File: config.mk
export PLATFORM = sky130hd
export DESIGN_NAME = rpl_pixel_latch
export DESIGN_NICKNAME = d
export VERILOG_FILES = /design/src/design/rpl_pkg.sv /design/src/design/rpl_pixel_latch.sv
export SDC_FILE = /design/constraint.sdc
export NUM_CORES = 1
export LEC_CHECK = 0
export ABC_AREA = 1
export BUFFER_PORTS_ARGS = -buffer_cell sky130_fd_sc_hd__buf_2
export CAP_MARGIN = 20
export CORE_MARGIN = 2
export CORE_UTILIZATION = 30
export DETAILED_ROUTE_END_ITERATION = 8
export GPL_TIMING_DRIVEN = 0
export MAX_ROUTING_LAYER = met4
export PLACE_DENSITY = 0.57
export SLEW_MARGIN = 25
export SYNTH_ARGS = -nofsm -noshare
export SYNTH_HDL_FRONTEND = slang
export SYNTH_SLANG_ARGS = --single-unit
File: constraint.sdc
create_clock -name core_clk -period 0.8 [get_ports core_clk]
set_input_delay 0.04 -clock core_clk [delete_from_list [all_inputs] [get_ports core_clk]]
set_output_delay 0.04 -clock core_clk [all_outputs]
set_load 0.05 [all_outputs]
File: src/design/rpl_pkg.sv
// Package for the RGB pixel latch and level select block
package rpl_pkg;

	// -----------------------------------------------------------------
	// Widths and levels
	// -----------------------------------------------------------------
	localparam int unsigned CHAN_W     = 8;
	localparam logic [7:0]  CODE_BLACK = 8'h00;
	localparam logic [7:0]  CODE_WHITE = 8'hFF;

	// Output level word width: data code plus one bit
	localparam int unsigned LEVEL_W = CHAN_W + 1;

	// -----------------------------------------------------------------
	// Reset values of the latched controls
	// -----------------------------------------------------------------
	localparam logic RST_BLANK_N = 1'b0;
	localparam logic RST_SYNC_N  = 1'b0;
	localparam logic RST_WHITE   = 1'b0;

	// Output selection kind, visible for debug
	typedef enum logic [1:0]
	{
		RPL_SEL_SYNC  = 2'b00,
		RPL_SEL_BLANK = 2'b01,
		RPL_SEL_VIDEO = 2'b10,
		RPL_SEL_WHITE = 2'b11
	} rpl_sel_t;

	typedef struct packed
	{
		logic [CHAN_W-1:0] red;
		logic [CHAN_W-1:0] green;
		logic [CHAN_W-1:0] blue;
		logic              blank_n;
		logic              sync_n;
		logic              white;
	} rpl_state_t;

endpackage

File: src/design/rpl_pixel_latch.sv
// Pixel latch and output level select for a triple 8-bit video converter
`timescale 1ns/1ps
`default_nettype none

// Summary of operation
// - Each rising edge latches 24 pixel bits into red, green, blue registers, bit 0 LSB.
// - Blanking, sync and force-white latch on the same edge as pixel data.
// - Force-white high drives all three channels to full-scale white while blanking is inactive.
// - Each data bit steers its weighted current to output when one; 00H black, FFH white.
// - Blanking inactive adds pedestal on every channel; green pedestal does not include sync current.
// - Blanking active gives blank level; separate sync current output stays on unless sync active.
// - Sync acts on separate sync current output and, while blanking is active, on level_sel (sync vs blank); red and blue unaffected.
// - All levels derive from latched blanking, sync and data each cycle.
// - While latched blanking is low, pixel data and force-white are ignored.
module rpl_pixel_latch
	import rpl_pkg::*;
#(
	parameter int unsigned WIDTH = CHAN_W
)
(
	input  wire logic             core_clk,
	input  wire logic             srst,
	input  wire logic [WIDTH-1:0] red_pixel,
	input  wire logic [WIDTH-1:0] green_pixel,
	input  wire logic [WIDTH-1:0] blue_pixel,
	input  wire logic             blank_n,
	input  wire logic             sync_n,
	input  wire logic             ref_white,
	output logic      [WIDTH-1:0] red_current_out,
	output logic      [WIDTH-1:0] green_current_out,
	output logic      [WIDTH-1:0] blue_current_out,
	output logic                  red_pedestal_on,
	output logic                  green_pedestal_on,
	output logic                  blue_pedestal_on,
	output logic                  timing_current_out,
	output var rpl_sel_t          level_sel
);

	typedef struct packed
	{
		logic [WIDTH-1:0] red;
		logic [WIDTH-1:0] green;
		logic [WIDTH-1:0] blue;
		logic             blank_n;
		logic             sync_n;
		logic             white;
	} rpl_latch_t;

	rpl_latch_t st;
	rpl_latch_t next_st;
	rpl_sel_t   kind;

	// -----------------------------------------------------------------
	// Level decode per cycle
	// -----------------------------------------------------------------
	// Blank wins over white and data, white wins over data
	function automatic rpl_sel_t level_kind(
		input logic bl_n,
		input logic sy_n,
		input logic wht
	);
		case ({bl_n, sy_n, wht})
			3'b000:
			begin
				level_kind = RPL_SEL_SYNC;
			end
			3'b001:
			begin
				level_kind = RPL_SEL_SYNC;
			end
			3'b010:
			begin
				level_kind = RPL_SEL_BLANK;
			end
			3'b011:
			begin
				level_kind = RPL_SEL_BLANK;
			end
			3'b100:
			begin
				level_kind = RPL_SEL_VIDEO;
			end
			3'b101:
			begin
				level_kind = RPL_SEL_WHITE;
			end
			3'b110:
			begin
				level_kind = RPL_SEL_VIDEO;
			end
			3'b111:
			begin
				level_kind = RPL_SEL_WHITE;
			end
			default:
			begin
				level_kind = RPL_SEL_SYNC;
			end
		endcase
	endfunction

	function automatic logic [WIDTH-1:0] chan_code(
		input rpl_sel_t         knd,
		input logic [WIDTH-1:0] data
	);
		case (knd)
			RPL_SEL_SYNC:
			begin
				chan_code = '0;
			end
			RPL_SEL_BLANK:
			begin
				chan_code = '0;
			end
			RPL_SEL_WHITE:
			begin
				chan_code = '1;
			end
			RPL_SEL_VIDEO:
			begin
				chan_code = data;
			end
			default:
			begin
				chan_code = '0;
			end
		endcase
	endfunction

	function automatic logic pedestal_on(
		input rpl_sel_t knd
	);
		case (knd)
			RPL_SEL_VIDEO:
			begin
				pedestal_on = 1'b1;
			end
			RPL_SEL_WHITE:
			begin
				pedestal_on = 1'b1;
			end
			RPL_SEL_BLANK:
			begin
				pedestal_on = 1'b0;
			end
			RPL_SEL_SYNC:
			begin
				pedestal_on = 1'b0;
			end
			default:
			begin
				pedestal_on = 1'b0;
			end
		endcase
	endfunction

	// Sync current stays separate so red and blue never carry sync
	function automatic logic sync_on(
		input logic sy_n
	);
		if (sy_n)
		begin
			sync_on = 1'b1;
		end
		else
		begin
			sync_on = 1'b0;
		end
	endfunction

	// -----------------------------------------------------------------
	// Input latch
	// -----------------------------------------------------------------
	always_comb
	begin
		next_st         = st;
		next_st.red     = red_pixel;
		next_st.green   = green_pixel;
		next_st.blue    = blue_pixel;
		next_st.blank_n = blank_n;
		next_st.sync_n  = sync_n;
		next_st.white   = ref_white;
	end

	// Reset parks outputs at sync level so nothing flashes white
	always_ff @(posedge core_clk)
	begin
		if (srst)
		begin
			st.red     <= '0;
			st.green   <= '0;
			st.blue    <= '0;
			st.blank_n <= RST_BLANK_N;
			st.sync_n  <= RST_SYNC_N;
			st.white   <= RST_WHITE;
		end
		else
			st <= next_st;
	end

	// -----------------------------------------------------------------
	// Level select from latched state only
	// -----------------------------------------------------------------
	always_comb
	begin
		// Decode once, shared by all three channels
		kind               = level_kind(st.blank_n, st.sync_n, st.white);
		red_current_out    = chan_code(kind, st.red);
		green_current_out  = chan_code(kind, st.green);
		blue_current_out   = chan_code(kind, st.blue);
		red_pedestal_on    = pedestal_on(kind);
		green_pedestal_on  = pedestal_on(kind);
		blue_pedestal_on   = pedestal_on(kind);
		// Sync current is independent of blanking; driver keeps sync inside blank except while no_sync holds sync low
		timing_current_out = sync_on(st.sync_n);
		level_sel          = kind;
	end

endmodule

`default_nettype wire

## Word-level counts from Yosys, hierarchy flattened

Memories as Yosys holds them, arrays and structs flattened. A register that Yosys moved wholly into a read port is not among the register bits.
Cells that the tools add are included.

| storage, ports and cells | value |
|---|---|
| memories kept | 1 |
| bits in registers | 25 |
| memory bits (read-only) | 16 |
| bits of input ports | 29 |
| output and inout bits | 30 |

Memories:

| memory | depth | bits a word | read ports | clocked after Yosys merged registers in | write ports | RTL line | text |
|---|---|---|---|---|---|---|---|
| (name not given) | 8 | 2 | 1 | 1 | 0 | rpl_pixel_latch.sv:62 | `case ({bl_n, sy_n, wht})` |

| operators by class | value |
|---|---|
| eq/ne operators | 3 |
| reduce and logical (&&, ||, !) cells | 3 |
| mux-type cells | 6 |

Operators by type and width:

| operator | count |
|---|---|
| $pmux W8 S3 | 3 |
| $eq A2 B2 Y1 const B | 2 |
| $reduce_or A2 Y1 | 2 |
| $mux W3 | 1 |
| $eq A2 B1 Y1 const B | 1 |
| $logic_not A2 Y1 | 1 |
| $pmux W1 S2 | 1 |
| $mux W1 | 1 |

## Depth between registers and ports, before layout

| logic depth | value |
|---|---|
| depth in word-level cells | 3 |
| mapped depth | 4 |

## Least setup slack after synthesis

No wires, ideal clock.

| timing path | value |
|---|---|
| path type | register to output |
| from | reg level_sel[1] (netlist name) |
| to | out blue_current_out[0] |
| cell stages (with the launch flop) | 4 |
| arrival time | 1.675 ns |
| required time | 0.760 ns |
| path slack | -0.915 ns |
| cell sequence | dfxtp_1 > inv_1 > buf_2 > nor2_1 |

| on the way | value |
|---|---|
| longest elaborated chain between the ends | 3 |

RTL lines:

| item | RTL line | text |
|---|---|---|
| $eq A2 B1 Y1 / $logic_not A2 Y1 (equally long branches) | rpl_pixel_latch.sv:106 | `case (knd)` |
| $reduce_or A2 Y1 (no line) | - |  |
| $pmux W8 S3 (*) | rpl_pixel_latch.sv:106 |  |
| end: declaration | rpl_pixel_latch.sv:31 | `output logic [WIDTH-1:0] blue_current_out,` |

Every way passes the cells marked *; elsewhere a longest branch is shown, timed or not.

## Worst setup path after layout

| timing path | value |
|---|---|
| from | reg level_sel[1] (netlist name) |
| to | out blue_current_out[5] |

| on the way | value |
|---|---|
| longest elaborated chain between the ends | 3 |

RTL lines:

| item | RTL line |
|---|---|
| $eq A2 B1 Y1 / $logic_not A2 Y1 (equally long branches) | rpl_pixel_latch.sv:106 |
| $reduce_or A2 Y1 (no line) | - |
| $pmux W8 S3 (*) | rpl_pixel_latch.sv:106 |

Marked as above.

==> run summary <==
Outcome -> finished, violations left
Failing checks -> setup timing
Fin crit share -> 176.7%
Cell count after synthesis -> 142
Die ar. -> 3824 µm²
Max-slew violations -> 0
DR iter-0 viols -> 24
Die Y -> 61.84 µm
Post-DRT Antenna Nets -> 0
Hold path cells -> 4
H-tree levels -> 1
Fin Hold WS -> 0.02918 ns
Setup WS post-layout -> -0.6133 ns
CTS Buffer Depth -> 2
First-pass GRT wire length -> 4547 µm
Clk root buf -> clkbuf_4
Post-Synth Simple-Gate Area -> 29.05%
Pwr dens -> 1388 nW/µm²
Crit end category -> output port
Number of port buffers -> 57
RePlAce Congestion -> 0.6621
Crit path capture -> blue_current_out[5]
Cell Count, Final, Fillers Out -> 284
Slew margin rel. -> 84.82%
CTS Buf Count -> 3
Final min period -> 1.413 ns
Slowest CP cell -> dfxtp_4
Worst Max-Slew Pin Slew -> 0.2269 ns
Crit-path max FO -> 5
DR vias -> 1143
Crit path arrival time -> 1.37 ns
Cell variety after synth -> 9
Largest family of logic cells by synthesized area -> simple AND/OR/NAND/NOR gates
Peak supply drop -> 0.0007423 V
Share of layout cells above drive strength 1 -> 45.42%
Fmax -> 0.7075 GHz
Synth warnings -> 0
RSZ-0062 raised after global routing -> true
Crit path buffers/inverters -> 4
HPWL Detailed -> 1738 µm
Routed vias/inst -> 4.025
Critical path type -> reg -> out
Core Box Area -> 3128 µm²
Pre-CTS setup slack -> -0.3073 ns
Area Growth Syn to Fin -> 122.3%
Initial core utilization -> 32.08%
Cell count along the critical path -> 5
Worst-path clk slew -> 0.15 ns
Top delay family on crit path -> buffers and inverters
Total GRT Usage -> 16.92%
Seq cells post-synth -> 27
Initial antenna violation count -> 0
Most common cell after layout, fill and taps aside -> nor2_1
Commonest cells after routing, fill and taps aside -> nor2_1 (49), buf_2 (30), buf_6 (28), dlygate4sd3_1 (28), inv_1 (27)
Xor/xnor share of the synthesized area -> 0%
Rows -> 20
Post-synthesis mux area share -> 0%
Number of global-route vias before repair -> 1094
Crit start category -> flip-flop
Synth Cell Area -> 1003 µm²
CTS Sinks -> 27
Synth Area per Inst -> 7.067 µm²
Peak per-stage delay on the critical path -> 0.39 ns
Final setup fails -> 30
Syn nets -> 171
Cell chain of the critical path -> clkinvlp_4 -> buf_6 -> buf_12 -> nor2_4 -> buf_8
Largest net degree at the start of global routing -> 16
TritonCTS clock tree -> built
Leakage -> 1.082 nW
Initial DRT Pass Iterations -> 4
Fin. Hold Viols -> 0
Die width -> 61.84 µm
Detailed-route DRC error count -> 0
Average wire per standard cell -> 10.59 µm
Num ports -> 59
Final WL -> 3008 µm
Hold WC Path Type -> in -> reg
# nets final -> 270
Total gr overflow -> 0
Synth Area in Compound Gates -> 0%
Max cap viols -> 0
Placed Cells -> 243
Number of antenna diodes -> 0
Seq/Total Area, Yosys -> 53.87%
Adder-Cell Fraction of Synth Area -> 0%
Worst setup startpoint -> level_sel[1]
Critical Path RT -> 0.76 ns
-- cells by family after synthesis --
family	Yosys count
simple gates	77
buf+inv	38
flops	27
-- cells in the mapped netlist --
| master | count | area, µm² |
|---|---|---|
| buf_2 | 5 | 25.02 |
| buf_4 | 2 | 15.01 |
| buf_6 | 2 | 22.52 |
| clkbuf_1 | 1 | 3.750 |
| dfxtp_1 | 27 | 540.5 |
| inv_1 | 28 | 105.1 |
| nand2_1 | 1 | 3.750 |
| nand3_1 | 2 | 10.01 |
| nor2_1 | 74 | 277.8 |
-- how the worst min path moves through the flow --
stage                         endpoint  slack [ns]      startpoint
after CTS                 level_sel[0]        0.02            srst
after global routing      level_sel[0]        0.04            srst
final                     level_sel[0]        0.03            srst
after global placement          st[17]        0.24  green_pixel[6]
after detailed placement         st[4]        0.25   blue_pixel[1]
after floorplan                 st[10]        0.15   blue_pixel[7]
-- sequential cells by signal, summed over array words and instances, names as in the netlist --
signal	cells
level_sel	2
st	25
-- what timing repair did --
action	in CTS	in global routing
gates resized for setup	80	14
gates cloned	2	0
hold endpoints to repair	27	0
hold buffers	28	0
endpoints found under the setup margin	30	30
setup buffers	7	2
pin swaps	2	1
-- report_power, final --
part	switching (W)	internal, W	total (W)
logic	0.000584	0.000488	0.00107
clock network	0.000391	0.000187	0.000578
registers	0.0000307	0.00142	0.00145
-- stage by stage --
step | TNS, ns | instance area [µm²] | util, % | total power, W
6_report | -15.90 | 2231 | 71.32 | 0.003097
5_1_grt | -18.46 | 2231 | 71.32 | 0.003259
4_1_cts | -15.59 | 2195 | 70.16 | 0.003094
3_5_place_dp | -6.375 | 1525 | 48.76 | 0.002212
3_3_place_gp | -6.202 | 1525 | 48.76 | 0.002197
2_1_floorplan | -7.508 | 1185 | - | 0.002040
-- metal layers --
layer | vias up | GRT usage [%] | part of all wire [%]
li1 | 591 | - | -
met1 | 517 | 16.67 | 36
met2 | 31 | 32.78 | 60
met3 | 4 | 1.863 | 2.5
met4 | 0 | 7.599 | 1.6
met5 | - | - | 0
-- final cells by class --
| cell class | count | area, µm² |
|---|---|---|
| buffer | 10 | 115.1 |
| clock buffer | 3 | 22.52 |
| clock inverter | 1 | 5.005 |
| fill | 243 | 897.1 |
| inverter | 28 | 108.9 |
| multi-input combinational | 77 | 474.2 |
| sequential | 27 | 549.3 |
| tap | 44 | 55.05 |
| timing repair buffer | 94 | 900.9 |
(Power assumes the default switching activity.)
